**src/common/dpl_pkg.sv**
```systemverilog
// Package with register map, field layout, timing and carrier types for the DRAM power cap block.
package dpl_pkg;

  // ************************************************************
  // Register map: each 64-bit register is two aligned 32-bit words.
  // ************************************************************
  localparam logic [7:0] CAP_CTRL_LO   = 8'h00;
  localparam logic [7:0] CAP_CTRL_HI   = 8'h04;
  localparam logic [7:0] ENERGY_LO     = 8'h08;
  localparam logic [7:0] ENERGY_HI     = 8'h0C;
  localparam logic [7:0] RANGE_LO      = 8'h10;
  localparam logic [7:0] RANGE_HI      = 8'h14;
  localparam logic [7:0] THROTTLE_LO   = 8'h18;
  localparam logic [7:0] THROTTLE_HI   = 8'h1C;
  localparam logic [7:0] SAMPLE_REG    = 8'h20;
  localparam logic [7:0] STATUS_REG    = 8'h24;

  // ************************************************************
  // Field positions.
  // ************************************************************
  localparam int LIMIT_LSB   = 0;
  localparam int LIMIT_MSB   = 14;
  localparam int ENABLE_BIT  = 15;
  localparam int WIN_LSB     = 17;
  localparam int WIN_MSB     = 23;
  localparam int WIN_EXP_MSB = 21;
  localparam int WIN_FRAC_LSB = 22;
  localparam int LOCK_BIT    = 31;
  localparam logic [31:0] CAP_CTRL_WMASK = 32'h80FE_FFFF;
  localparam logic [31:0] CAP_CTRL_RESET = 32'h0000_0000;

  // ************************************************************
  // Power range values, arbitrary defaults.
  // ************************************************************
  localparam logic [14:0] TDP_POWER   = 15'h0100;
  localparam logic [14:0] MIN_POWER   = 15'h0040;
  localparam logic [14:0] MAX_POWER   = 15'h0200;
  localparam logic [5:0]  MAX_WINDOW  = 6'h2A;

  // ************************************************************
  // Timing.
  // ************************************************************
  localparam int CLK_HZ          = 10_000_000;
  localparam int TIME_UNIT_NS    = 1000;
  localparam int REFRESH_US      = 1000;
  localparam int REFRESH_CYCLES  = REFRESH_US * (CLK_HZ / 1_000_000);
  localparam int UNIT_CYCLES     = TIME_UNIT_NS / (1_000_000_000 / CLK_HZ);
  localparam int UNIT_CNT_W      = 8;

  typedef struct packed {
    logic        lock;
    logic [6:0]  window;
    logic        enable;
    logic [14:0] limit;
  } dpl_cap_t;

  typedef struct packed {
    logic [15:0] power;
    logic        throttle_req;
  } dpl_sense_t;

endpackage : dpl_pkg

```
**src/dpl_window_avg.sv**
```systemverilog
// Averaging window engine that compares window energy against the cap.
module dpl_window_avg (
  input  wire logic              pclk,
  input  wire logic              presetn,
  input  wire dpl_pkg::dpl_cap_t cap,
  input  wire logic              unit_tick,
  input  wire logic [15:0]       power,
  output logic                   over_limit
);

  logic [4:0]  exp_y;
  logic [1:0]  frac_z;
  logic [39:0] span;
  logic [39:0] elapsed;
  logic [55:0] energy_acc;
  logic [55:0] budget;

  assign exp_y  = cap.window[4:0];
  assign frac_z = cap.window[6:5];
  // Window length is 2^Y times (1 + Z/10); tenths come from a truncating integer divide by ten.
  assign span   = (40'h1 << exp_y) + ((40'(frac_z) << exp_y) / 40'hA);
  assign budget = 56'(cap.limit) * 56'(span);

  // ************************************************************
  // Window accumulation: the decision is latched at each window end.
  // ************************************************************
  always_ff @(posedge pclk or negedge presetn) begin
    if (!presetn) begin
      elapsed    <= 40'h0;
      energy_acc <= 56'h0;
      over_limit <= 1'b0;
    end else if (!cap.enable) begin
      elapsed    <= 40'h0;
      energy_acc <= 56'h0;
      over_limit <= 1'b0;
    end else if (unit_tick) begin
      if (elapsed + 40'h1 >= span) begin
        over_limit <= (energy_acc + 56'(power)) > budget; // see RQ5
        elapsed    <= 40'h0;
        energy_acc <= 56'h0;
      end else begin
        elapsed    <= elapsed + 40'h1;
        energy_acc <= energy_acc + 56'(power);
      end
    end
  end

endmodule : dpl_window_avg

```
**src/dpl_regs.sv**
```systemverilog
// APB register bank for the DRAM running average power limiting domain.
// What this block does
// RQ1 - Cap control bits 14:0 hold the DRAM average power limit.
// RQ2 - Cap control bit 15 enables the limit when one, disables when zero.
// RQ3 - Window bits 23:17 mean 2^Y times 1.Z, Y bits 21:17, Z bits 23:22.
// RQ4 - Once lock bit 31 is set, writes to cap control are dropped until reset.
// RQ5 - An enabled cap is applied to average power over the encoded window.
// RQ6 - Energy counter is read-only, unsigned energy in bits 31:0.
// RQ7 - Energy counter is refreshed about once every millisecond.
// RQ8 - Range info bits 14:0 give thermal specification power.
// RQ9 - Range info bits 30:16 give minimum power.
// RQ10 - Range info bits 46:32 give maximum power.
// RQ11 - Range info bits 53:48 give the largest legal averaging window.
// RQ12 - Throttle time counter accumulates throttled time units in bits 31:0.
// RQ13 - Only time held below the requested performance state counts.
// RQ14 - Throttle counter runs many hours before wrapping; the 32-bit microsecond count here wraps after about 71 minutes.
// RQ15 - Both counters wrap from all ones to zero silently.
module dpl_regs (
  input  wire logic                pclk,
  input  wire logic                presetn,
  input  wire logic                psel,
  input  wire logic                penable,
  input  wire logic                pwrite,
  input  wire logic [7:0]          paddr,
  input  wire logic [31:0]         pwdata,
  input  wire logic [3:0]          pstrb,
  output logic                     pready,
  output logic [31:0]              prdata,
  output logic                     pslverr,
  input  wire dpl_pkg::dpl_sense_t sense_in,
  output logic                     throttle_out,
  output logic                     cap_active
);

  // ************************************************************
  // Input synchronisers and state.
  // ************************************************************
  localparam int UNIT_W = dpl_pkg::UNIT_CNT_W;

  dpl_pkg::dpl_sense_t sense_meta;
  dpl_pkg::dpl_sense_t sense;
  dpl_pkg::dpl_cap_t   cap;
  logic [31:0]         energy_live;
  logic [31:0]         energy_shown;
  logic [31:0]         throttle_time;
  logic [31:0]         refresh_cnt;
  logic [UNIT_W-1:0]   unit_cnt;
  logic                unit_tick;
  logic                over_limit;
  logic                wr_cap;
  logic                access;
  logic [31:0]         next_prdata;
  logic                next_pslverr;

  function automatic logic known_addr(input logic [7:0] a);
    known_addr = (a <= dpl_pkg::STATUS_REG) && (a[1:0] == 2'b00);
  endfunction : known_addr

  // Reserved bits read as zero so that software never sees stale or undefined values.
  function automatic logic [31:0] cap_word(input dpl_pkg::dpl_cap_t c);
    cap_word = {c.lock, 7'h00, c.window, 1'b0, c.enable, c.limit};
  endfunction : cap_word

  always_ff @(posedge pclk or negedge presetn) begin
    if (!presetn) begin
      sense_meta <= '0;
      sense      <= '0;
    end else begin
      sense_meta <= sense_in;
      sense      <= sense_meta;
    end
  end

  // ************************************************************
  // Time unit tick and energy refresh period.
  // ************************************************************
  always_ff @(posedge pclk or negedge presetn) begin
    if (!presetn) begin
      unit_cnt  <= '0;
      unit_tick <= 1'b0;
    end else if (unit_cnt == UNIT_W'(dpl_pkg::UNIT_CYCLES - 1)) begin
      unit_cnt  <= '0;
      unit_tick <= 1'b1;
    end else begin
      unit_cnt  <= unit_cnt + UNIT_W'(1);
      unit_tick <= 1'b0;
    end
  end

  always_ff @(posedge pclk or negedge presetn) begin
    if (!presetn) begin
      refresh_cnt <= 32'h0;
    end else if (refresh_cnt == 32'(dpl_pkg::REFRESH_CYCLES - 1)) begin
      refresh_cnt <= 32'h0;
    end else begin
      refresh_cnt <= refresh_cnt + 32'h1;
    end
  end

  // ************************************************************
  // Energy counting: live sum per time unit, shown value per period.
  // ************************************************************
  always_ff @(posedge pclk or negedge presetn) begin
    if (!presetn) begin
      energy_live  <= 32'h0;
      energy_shown <= 32'h0;
    end else begin
      if (unit_tick) begin
        energy_live <= energy_live + 32'(sense.power); // see RQ15
      end
      if (refresh_cnt == 32'(dpl_pkg::REFRESH_CYCLES - 1)) begin
        energy_shown <= energy_live; // see RQ7
      end
    end
  end

  // ************************************************************
  // Throttle time: one count per time unit held below request.
  // ************************************************************
  always_ff @(posedge pclk or negedge presetn) begin
    if (!presetn) begin
      throttle_time <= 32'h0;
    end else if (unit_tick && throttle_out && sense.throttle_req) begin
      throttle_time <= throttle_time + 32'h1; // see RQ13 see RQ15
    end
  end

  // Thirty-two bits of one microsecond units wrap after over an hour. see RQ14

  // ************************************************************
  // Cap control register with lock.
  // ************************************************************
  assign access = psel && penable;
  assign wr_cap = access && pwrite && (paddr == dpl_pkg::CAP_CTRL_LO) && !cap.lock;

  always_ff @(posedge pclk or negedge presetn) begin
    if (!presetn) begin
      cap.limit  <= dpl_pkg::CAP_CTRL_RESET[dpl_pkg::LIMIT_MSB:dpl_pkg::LIMIT_LSB];
      cap.enable <= dpl_pkg::CAP_CTRL_RESET[dpl_pkg::ENABLE_BIT];
      cap.window <= dpl_pkg::CAP_CTRL_RESET[dpl_pkg::WIN_MSB:dpl_pkg::WIN_LSB];
      cap.lock   <= dpl_pkg::CAP_CTRL_RESET[dpl_pkg::LOCK_BIT];
    end else if (wr_cap) begin // see RQ4
      if (pstrb[0]) begin
        cap.limit[7:0] <= pwdata[7:0]; // see RQ1
      end
      if (pstrb[1]) begin
        cap.limit[14:8] <= pwdata[14:8];
        cap.enable      <= pwdata[dpl_pkg::ENABLE_BIT]; // see RQ2
      end
      if (pstrb[2]) begin
        cap.window <= pwdata[dpl_pkg::WIN_MSB:dpl_pkg::WIN_LSB]; // see RQ3
      end
      if (pstrb[3]) begin
        cap.lock <= pwdata[dpl_pkg::LOCK_BIT];
      end
    end
  end

  dpl_window_avg u_avg (
    .pclk       (pclk),
    .presetn    (presetn),
    .cap        (cap),
    .unit_tick  (unit_tick),
    .power      (sense.power),
    .over_limit (over_limit)
  );

  always_ff @(posedge pclk or negedge presetn) begin
    if (!presetn) begin
      throttle_out <= 1'b0;
      cap_active   <= 1'b0;
    end else begin
      throttle_out <= cap.enable && over_limit; // see RQ5
      cap_active   <= cap.enable;
    end
  end

  // ************************************************************
  // Read path. Zero wait states keep the slave simple.
  // ************************************************************
  always_comb begin
    next_prdata  = 32'h0;
    next_pslverr = !known_addr(paddr);
    unique case (paddr)
      dpl_pkg::CAP_CTRL_LO: next_prdata = cap_word(cap); // see RQ3
      dpl_pkg::ENERGY_LO:   next_prdata = energy_shown; // see RQ6
      dpl_pkg::RANGE_LO:    next_prdata = {1'b0, dpl_pkg::MIN_POWER, 1'b0,
                                           dpl_pkg::TDP_POWER}; // see RQ8 see RQ9
      dpl_pkg::RANGE_HI:    next_prdata = {10'h0, dpl_pkg::MAX_WINDOW, 1'b0,
                                           dpl_pkg::MAX_POWER}; // see RQ10 see RQ11
      dpl_pkg::THROTTLE_LO: next_prdata = throttle_time; // see RQ12
      dpl_pkg::SAMPLE_REG:  next_prdata = {15'h0, sense.throttle_req, sense.power};
      dpl_pkg::STATUS_REG:  next_prdata = {29'h0, cap.lock, throttle_out, over_limit};
      default:              next_prdata = 32'h0;
    endcase
  end

  always_ff @(posedge pclk or negedge presetn) begin
    if (!presetn) begin
      pready  <= 1'b0;
      prdata  <= 32'h0;
      pslverr <= 1'b0;
    end else if (psel && !penable) begin
      pready  <= 1'b1;
      prdata  <= pwrite ? 32'h0 : next_prdata;
      pslverr <= next_pslverr;
    end else begin
      pready  <= 1'b0;
      prdata  <= 32'h0;
      pslverr <= 1'b0;
    end
  end

  // ************************************************************
  // Checks.
  // ************************************************************
  lock_holds_a: assert property (@(posedge pclk) disable iff (!presetn) // see RQ4
    $past(cap.lock) |-> (cap == $past(cap)))
    else $error("Locked cap control changed.");

  enable_off_a: assert property (@(posedge pclk) disable iff (!presetn) // see RQ2
    !cap.enable |=> ##1 !throttle_out)
    else $error("Throttle asserted with cap disabled.");

  cap_write_a: assert property (@(posedge pclk) disable iff (!presetn) // see RQ1
    (wr_cap && pstrb == 4'hF) |=> (cap.limit == $past(pwdata[14:0])))
    else $error("Limit field not written.");

  window_write_a: assert property (@(posedge pclk) disable iff (!presetn) // see RQ3
    (wr_cap && pstrb[2]) |=> (cap.window == $past(pwdata[23:17])))
    else $error("Window field not written.");

  energy_hold_a: assert property (@(posedge pclk) disable iff (!presetn) // see RQ7
    (refresh_cnt != 32'(dpl_pkg::REFRESH_CYCLES - 1)) |=> $stable(energy_shown))
    else $error("Energy value moved between refreshes.");

  throttle_gate_a: assert property (@(posedge pclk) disable iff (!presetn) // see RQ13
    !(throttle_out && sense.throttle_req) |=> $stable(throttle_time))
    else $error("Throttle time counted while not throttled.");

  throttle_step_a: assert property (@(posedge pclk) disable iff (!presetn) // see RQ15
    (unit_tick && throttle_out && sense.throttle_req)
      |=> (throttle_time == $past(throttle_time) + 32'h1))
    else $error("Throttle time did not step by one.");

  range_read_a: assert property (@(posedge pclk) disable iff (!presetn) // see RQ8
    (psel && !penable && !pwrite && paddr == dpl_pkg::RANGE_LO)
      |=> (prdata[14:0] == dpl_pkg::TDP_POWER && prdata[30:16] == dpl_pkg::MIN_POWER))
    else $error("Range info read wrong.");

  energy_read_a: assert property (@(posedge pclk) disable iff (!presetn) // see RQ6
    (psel && !penable && !pwrite && paddr == dpl_pkg::ENERGY_LO)
      |=> (prdata == $past(energy_shown)))
    else $error("Energy read wrong.");

  // ************************************************************
  // Register field checks.
  // ************************************************************
  cap_read_a: assert property (@(posedge pclk) disable iff (!presetn) // see RQ3
    (psel && !penable && !pwrite && paddr == dpl_pkg::CAP_CTRL_LO)
      |=> (prdata == {$past(cap.lock), 7'h00, $past(cap.window), 1'b0, $past(cap.enable),
                      $past(cap.limit)}))
    else $error("Cap control read wrong.");

  enable_write_a: assert property (@(posedge pclk) disable iff (!presetn) // see RQ2
    (wr_cap && pstrb[1])
      |=> (cap.enable == $past(pwdata[dpl_pkg::ENABLE_BIT])))
    else $error("Enable bit not written.");

  lock_write_a: assert property (@(posedge pclk) disable iff (!presetn) // see RQ4
    (wr_cap && pstrb[3])
      |=> (cap.lock == $past(pwdata[dpl_pkg::LOCK_BIT])))
    else $error("Lock bit not written.");

  lock_sticky_a: assert property (@(posedge pclk) disable iff (!presetn) // see RQ4
    cap.lock |=> cap.lock)
    else $error("Lock bit cleared without reset.");

  locked_write_a: assert property (@(posedge pclk) disable iff (!presetn) // see RQ4
    (cap.lock && psel && !penable && pwrite && paddr == dpl_pkg::CAP_CTRL_LO)
      |=> (pready && !pslverr && cap.lock))
    else $error("Locked write not answered quietly.");

  cap_hold_a: assert property (@(posedge pclk) disable iff (!presetn) // see RQ4
    !wr_cap |=> $stable(cap))
    else $error("Cap control changed without a write.");

  enable_copy_a: assert property (@(posedge pclk) disable iff (!presetn) // see RQ2
    1'b1 |=> (cap_active == $past(cap.enable)))
    else $error("Cap active does not follow enable.");

  window_off_a: assert property (@(posedge pclk) disable iff (!presetn) // see RQ2
    !cap.enable |=> !over_limit)
    else $error("Window verdict kept with cap disabled.");

  throttle_cause_a: assert property (@(posedge pclk) disable iff (!presetn) // see RQ5
    throttle_out |-> $past(cap.enable && over_limit))
    else $error("Throttle without an enabled cap over budget.");

  range_hi_read_a: assert property (@(posedge pclk) disable iff (!presetn) // see RQ10 see RQ11
    (psel && !penable && !pwrite && paddr == dpl_pkg::RANGE_HI)
      |=> (prdata[14:0] == dpl_pkg::MAX_POWER && prdata[21:16] == dpl_pkg::MAX_WINDOW))
    else $error("Range info upper word read wrong.");

  // ************************************************************
  // Counter checks.
  // ************************************************************
  energy_step_a: assert property (@(posedge pclk) disable iff (!presetn) // see RQ15
    unit_tick
      |=> (energy_live == $past(energy_live) + 32'($past(sense.power))))
    else $error("Energy did not add one unit of power.");

  energy_idle_a: assert property (@(posedge pclk) disable iff (!presetn) // see RQ6
    !unit_tick |=> $stable(energy_live))
    else $error("Energy moved between time units.");

  energy_refresh_a: assert property (@(posedge pclk) disable iff (!presetn) // see RQ7
    (refresh_cnt == 32'(dpl_pkg::REFRESH_CYCLES - 1))
      |=> (energy_shown == $past(energy_live)))
    else $error("Energy snapshot not taken.");

  refresh_wrap_a: assert property (@(posedge pclk) disable iff (!presetn) // see RQ7
    (refresh_cnt == 32'(dpl_pkg::REFRESH_CYCLES - 1))
      |=> (refresh_cnt == 32'h0))
    else $error("Refresh period did not restart.");

  ro_write_a: assert property (@(posedge pclk) disable iff (!presetn) // see RQ6
    (psel && penable && pwrite && paddr == dpl_pkg::ENERGY_LO
      && refresh_cnt != 32'(dpl_pkg::REFRESH_CYCLES - 1))
      |=> $stable(energy_shown))
    else $error("Energy counter took a write.");

  unit_tick_a: assert property (@(posedge pclk) disable iff (!presetn) // see RQ12
    unit_tick |=> (!unit_tick ##9 unit_tick))
    else $error("Time unit tick off period.");

  throttle_read_a: assert property (@(posedge pclk) disable iff (!presetn) // see RQ12
    (psel && !penable && !pwrite && paddr == dpl_pkg::THROTTLE_LO)
      |=> (prdata == $past(throttle_time)))
    else $error("Throttle time read wrong.");

  throttle_idle_a: assert property (@(posedge pclk) disable iff (!presetn) // see RQ13
    !sense.throttle_req |=> $stable(throttle_time))
    else $error("Throttle time counted without a request.");

endmodule : dpl_regs

```
**config.mk**
```make
export PLATFORM = sky130hd
export DESIGN_NAME = dpl_regs
export DESIGN_NICKNAME = d
export VERILOG_FILES = /design/src/common/dpl_pkg.sv /design/src/dpl_window_avg.sv /design/src/dpl_regs.sv
export SDC_FILE = /design/constraint.sdc
export NUM_CORES = 2
export LEC_CHECK = 0
export ABC_CLOCK_PERIOD_IN_PS = 16520
export BUFFER_PORTS_ARGS = -buffer_cell sky130_fd_sc_hd__buf_2
export CORE_UTILIZATION = 35
export CTS_CLUSTER_SIZE = 16
export DETAILED_ROUTE_END_ITERATION = 16
export SYNTH_ARGS = -nofsm -noshare
export SYNTH_HDL_FRONTEND = slang
export SYNTH_SLANG_ARGS = --single-unit
```
**constraint.sdc**
```tcl
create_clock -name pclk -period 16.52 [get_ports pclk]
set_input_delay 0.826 -clock pclk [delete_from_list [all_inputs] [get_ports pclk]]
set_output_delay 0.826 -clock pclk [all_outputs]
set_load 0.01 [all_outputs]
```
**Word-level counts from Yosys, hierarchy flattened**

Cells that the tools add are included.

- Flip-flop bits (word level): 328
- Input bits: 66

- Add/subtract/negate cells: 7
- $mul: 1
- Divide/modulo/power cells: 1
- Magnitude comparators: 3
- Equal/unequal tests: 10
- Shifts and indexed selects: 2
- Muxes and demuxes: 17
- Reductions and logical operators: 19

Operator list:

| kind | number |
|---|---|
| $pmux 32 s7 | 1 |
| $mux 56 | 3 |
| $mux 40 | 3 |
| $mux 32 | 3 |
| $add 32x1->32 const B | 2 |
| $add 56x16->56 | 1 |
| $gt 56x55->1 | 1 |
| $mul 15x40->55 | 1 |
| $add 40x1->40 const B | 1 |
| $add 40x40->40 | 1 |
| $div 40x4->40 const B | 1 |
| $ge 40x40->1 | 1 |
| $shl 1x5->40 const A | 1 |
| $shl 2x5->40 | 1 |
| $add 32x16->32 | 1 |
| $eq 32x14->1 const B | 1 |
| $eq 8x5->1 const B | 3 |
| $eq 8x4->1 const B | 2 |
| $eq 8x6->1 const B | 2 |
| $reduce_and 2->1 | 5 |
| $logic_and 1x1->1 | 9 |
| $add 8x1->8 const B | 1 |
| $le 8x6->1 const B | 1 |
| $logic_not 8->1 | 1 |
| other kinds (5) | 13 |

**Longest topological paths before layout**

- Depth in word-level cells: 8
- Depth in mapped cells: 73
- Mapped depth without buffers: 69

**Cells and area by module**

Synthesis repeated with hierarchy kept, for this count alone.

- Cell total of the unflattened synthesis: 3927
- Area total of the unflattened synthesis: 35840.6 µm²

By module, submodules not included:

| module | times used | cells each | area an instance (µm²) | sequential area each (µm²) |
|---|---|---|---|---|
| dpl_window_avg | 1 | 3131 | 26011.2 | 2427.3 |
| dpl_regs | 1 | 796 | 9829.4 | 5780.5 |

**Least setup slack after synthesis**

No wires, ideal clock.

- Path type: reg2reg
- Start point: register, netlist name cap[16]
- End point: register u_avg.over_limit
- Arrival time: 14.514 ns
- Data required time: 16.380 ns
- Path slack: 1.866 ns
- Stages on the path, launching flop included: 70
- Cell sequence: dfrtp_1 -> buf_6 -> buf_2 -> nand2_1 -> o22a_1 -> and2b_2 -> a21oi_1 -> o221ai_4 -> a211oi_4 -> a21oi_1 -> or4_4 -> a221oi_2 -> o2bb2ai_2 -> or2_0 -> clkbuf_1 -> o31a_1 -> o311a_1 -> a311oi_1 -> [34 not listed] -> a221oi_1 -> a211oi_1 -> o31a_1 -> a221oi_1 -> nand2_1 -> ha_1 -> nor2b_1 -> o21ai_0 -> nand2b_1 -> a21oi_1 -> nor2b_1 -> o21ai_0 -> nand2b_1 -> a221o_1 -> a221oi_1 -> a41oi_1 -> a211oi_1 -> o221ai_1

- Word-level cells in the longest chain between the ends: 8
- Elaborated cells between the ends (all ways): 12

Ends and longest elaborated chain:

| what | RTL line | text |
|---|---|---|
| $shl 2x5->40 | dpl_window_avg.sv:21 | `assign span = (40'h1 << exp_y) + ((40'(frac_z) << exp_y) / 40'hA);` |
| $div 40x4->40 | dpl_window_avg.sv:21 |  |
| $add 40x40->40 * | dpl_window_avg.sv:21 |  |
| $mul 15x40->55 | dpl_window_avg.sv:22 | `assign budget = 56'(cap.limit) * 56'(span);` |
| $gt 56x55->1 | dpl_window_avg.sv:38 | `over_limit <= (energy_acc + 56'(power)) > budget;` |
| $mux 1 | dpl_window_avg.sv:37 | `if (elapsed + 40'h1 >= span) begin` |
| $mux 1 | dpl_window_avg.sv:36 | `end else if (unit_tick) begin` |
| $mux 1 | dpl_window_avg.sv:32 | `end else if (!cap.enable) begin` |
| to (signal assigned) | dpl_window_avg.sv:38 |  |
| to (decl) | dpl_window_avg.sv:8 | `output logic over_limit` |

Mark *: on every way between the ends. The rest lies on a longest branch, timed or not. The select of a mux whose other input is x is not followed.
A chain may end at the register's enable or synchronous reset.

**Final worst setup path**

- Start point: register, netlist name cap[16]
- End point: register u_avg.over_limit

- Word-level cells in the longest chain between the ends: 8
- Elaborated cells between the ends (all ways): 12

Ends and longest elaborated chain:

| what | RTL line |
|---|---|
| $shl 2x5->40 | dpl_window_avg.sv:21 |
| $div 40x4->40 | dpl_window_avg.sv:21 |
| $add 40x40->40 * | dpl_window_avg.sv:21 |
| $mul 15x40->55 | dpl_window_avg.sv:22 |
| $gt 56x55->1 | dpl_window_avg.sv:38 |
| $mux 1 | dpl_window_avg.sv:37 |
| $mux 1 | dpl_window_avg.sv:36 |
| $mux 1 | dpl_window_avg.sv:32 |

Marked as above.

==> run metrics <==
GR Overflow Total 0; post-synthesis adder-cell area fraction roughly a third; most used cell, CP fa_1; Synth Area in Simple Gates 17.5%; 1st-pass router iterations 6; global-route wire length before repair 154000 um; DR vias roughly 28000; ys flop type dfrtp_1; HPWL Detailed 71100 um; pre-CTS WS -5.06 ps; Post-Syn Area between 30000 and 40000 um^2; Internal 1.47 mW; Seq pwr share between 40% and 50%; DR top layer met4; post-route insts no fill 5367; Worst VDD drop 0.0756 mV; Leak 19.1 nW; Sw Share 26.3%; EDFF count, synth 0; Compound-Gate Fraction of Synth Area around 12%; Initial Utilization 35.4%; Port-buffer cells between 90 and 100; reg2reg path depth 65; num rows 116; XOR/XNOR Fraction of Synth Area 5.98%; clock latency on the worst-skew pair around 570 ps; crit path DAT 16060 ps; Overall Global Routing Usage 18.7%; Syn Inst Count 3879; min-delay worst type in2async; area of the core roughly 100000 um^2; Placed Cells 5270; syn avg cell area around 9 um^2; Root Buffer clkbuf_16; die area slightly above 100000 um^2; area leader, netlist dfrtp_1; met3 wire len 4860 um; Die X-Extent 321 um; vias per cell just over 5; Slew @ Worst Pin 1060 ps; Ports 102; Die Y 321 um; slew margin rel. 28.7%; Clock Power Share 46.4%; largest net degree at the start of global routing 137; startpoint type of the worst setup path flop; number of setup violations in the final report 0; PwrDens 50.2 nW/um^2; GPL Wtd Cong 0.854; DRC viols 0; CTS Sinks 328; CTS tree built; layout cells sized above 1 11.2%; clock skew ~17 ps; antenna violations before repair 3; total CTS buffers 42; met2 WL 43800 um; Distinct cells, synth 93; Largest stage delay, worst path 550 ps; DRT Wirelength around 94000 um; worst reg2reg startpoint cap[16]$_DFFE_PN0P_; Psw 526 uW; CP max FO 13; f_max ~0.064 GHz; Slew Limit Fails 0; fraction of registers with async set/reset 100%; Critical Path End Type flop; Max-Cap Viols 0; fin crit period 15630 ps; Antenna Nets Post-Route 0; Ys Warns 0; Hold Buf Count CTS 0; largest family of logic cells by synthesized area adder cells; Initial DRC Count 1716; Crit-path slowest cell fa_1; DR WL/cell 17.5 um; setup slack, reg-to-reg 890 ps; Synth Register Bits 328; setup ws final 892 ps; Met1 Wirelength 42500 um; CTS H-tree lvls 2; Total Power 2.00 mW; fin crit share 94.6%; top-count cell post-synth inv_1; Filler cells slightly above 10000; area growth from synthesis to layout 11.9%; WS Path Type reg2reg; Reg clk slew, reported paths 60 ps; run status finished clean; synth top area cells dfrtp_1 23%, fa_1 23%, ha_1 9.5%, inv_1 5.1%, nand2_1 5.1%; Critical Path RT roughly 17000 ps; mux cell area share after synthesis 2.66%; final hold vios 0; Final Net Count 4719; Comb pwr share 10.6%; maximum clock path buffer count 3; vias in the first global route 28184; worst r2r dst u_avg.over_limit$_DFFE_PN0P_; Synth top area share a little under a quarter; WHS 325 ps; synth cell count leaders 480 x inv_1, 479 x nand2_1, 405 x fa_1; sequential-to-total area share from yosys stat 23.1%
==> per-stage QoR <==
step	instance area, um^2	utilization [%]	TNS, ps
after detailed placement	37900	37.8	-5.06
after global routing	39800	39.7	-75.3
after floorplan	35600	-	0
after global placement	37900	37.8	0
after CTS	39400	39.2	0
final	39800	39.7	0
==> registers in the layout, summed over array words and instances, names as in the netlist, 8 cells and up <==
| register | flops |
|---|---|
| throttle_time | 32 |
| u_avg.elapsed | 40 |
| energy_shown | 32 |
| refresh_cnt | 32 |
| prdata | 32 |
| unit_cnt | 8 |
| cap | 24 |
| energy_live | 32 |
| sense | 17 |
| sense_meta | 17 |
| u_avg.energy_acc | 56 |
==> kinds of logic after synthesis <==
family	after synthesis
and+or+nand+nor	1269
adders and majority gates	676
buffers and inverters	649
AOI/OAI and AO/OA	628
DFF	328
xor gates and xnor gates	243
muxes	84
other	2
==> worst max path at each step <==
stage | from | slack (ps) | cells past startpoint | end
after floorplan | cap[16]$_DFFE_PN0P_ | 1870 | 69 | u_avg.over_limit$_DFFE_PN0P_
after global placement | cap[16]$_DFFE_PN0P_ | 50 | 70 | u_avg.over_limit$_DFFE_PN0P_
after detailed placement | cap[17]$_DFFE_PN0P_ | -5 | 66 | u_avg.over_limit$_DFFE_PN0P_
after CTS | cap[17]$_DFFE_PN0P_ | 90 | 66 | u_avg.over_limit$_DFFE_PN0P_
after global routing | cap[16]$_DFFE_PN0P_ | -80 | 72 | u_avg.over_limit$_DFFE_PN0P_
final | cap[16]$_DFFE_PN0P_ | 890 | 65 | u_avg.over_limit$_DFFE_PN0P_
==> placed cells by master, fill, tap and decap left out, types with 34 or more instances in the layout <==
cell / count
buf_4: 110
and3_1: 65
mux2_2: 81
nor3_1: 34
a21oi_1: 134
nand2_1: 479
nand4_1: 41
a21o_1: 59
buf_2: 92
clkbuf_16: 42
xor2_1: 89
xnor2_1: 150
nor2_1: 198
fa_1: 405
inv_1: 480
dfrtp_1: 323
and2_1: 200
o21ai_0: 178
ha_1: 270
nand3_1: 91
==> worst max-delay path, delay by kind of cell, from the launching register on <==
kind	cells	cell delay, ps
AOI/OAI and AO/OA	36	7110
and+or+nand+nor	11	2240
DFF	1	460
buffers and inverters	6	840
adders and majority gates	10	4330
xor gates and xnor gates	2	490
==> power groups by stage <==
stage	sequential [mW]	combinational, mW	clock [mW]
2_1_floorplan	0.860	0.150	0
3_3_place_gp	0.874	0.206	0
3_5_place_dp	0.875	0.210	0
4_1_cts	0.860	0.213	0.952
5_1_grt	0.863	0.244	0.983
6_report	0.860	0.211	0.929
==> layout make-up <==
class | count | area, um^2 | area share, %
sequential | 328 | 8210 | 20.6
tap | 1357 | 1700 | 4.26
antenna | 1 | 2.50 | 0.00628
multi-input combinational | 2917 | 25300 | 63.6
timing repair buffer | 208 | 1380 | 3.46
clock inverter | 21 | 238 | 0.597
clock buffer | 55 | 1170 | 2.94
inverter | 480 | 1800 | 4.52
==> layer usage <==
layer	GRT usage [%]	vias up
met1	26.0	13927
met4	5.84	0
met5	0	-
met3	2.18	152
li1	-	12940
met2	30.4	690
==> repair_timing <==
item,4_1_cts,5_1_grt
gates resized for setup,1,58
buffers inserted,0,20
endpoints found under the setup margin,1,1
pin swaps,0,13
Note: power is estimated with default switching activity, not from simulation.
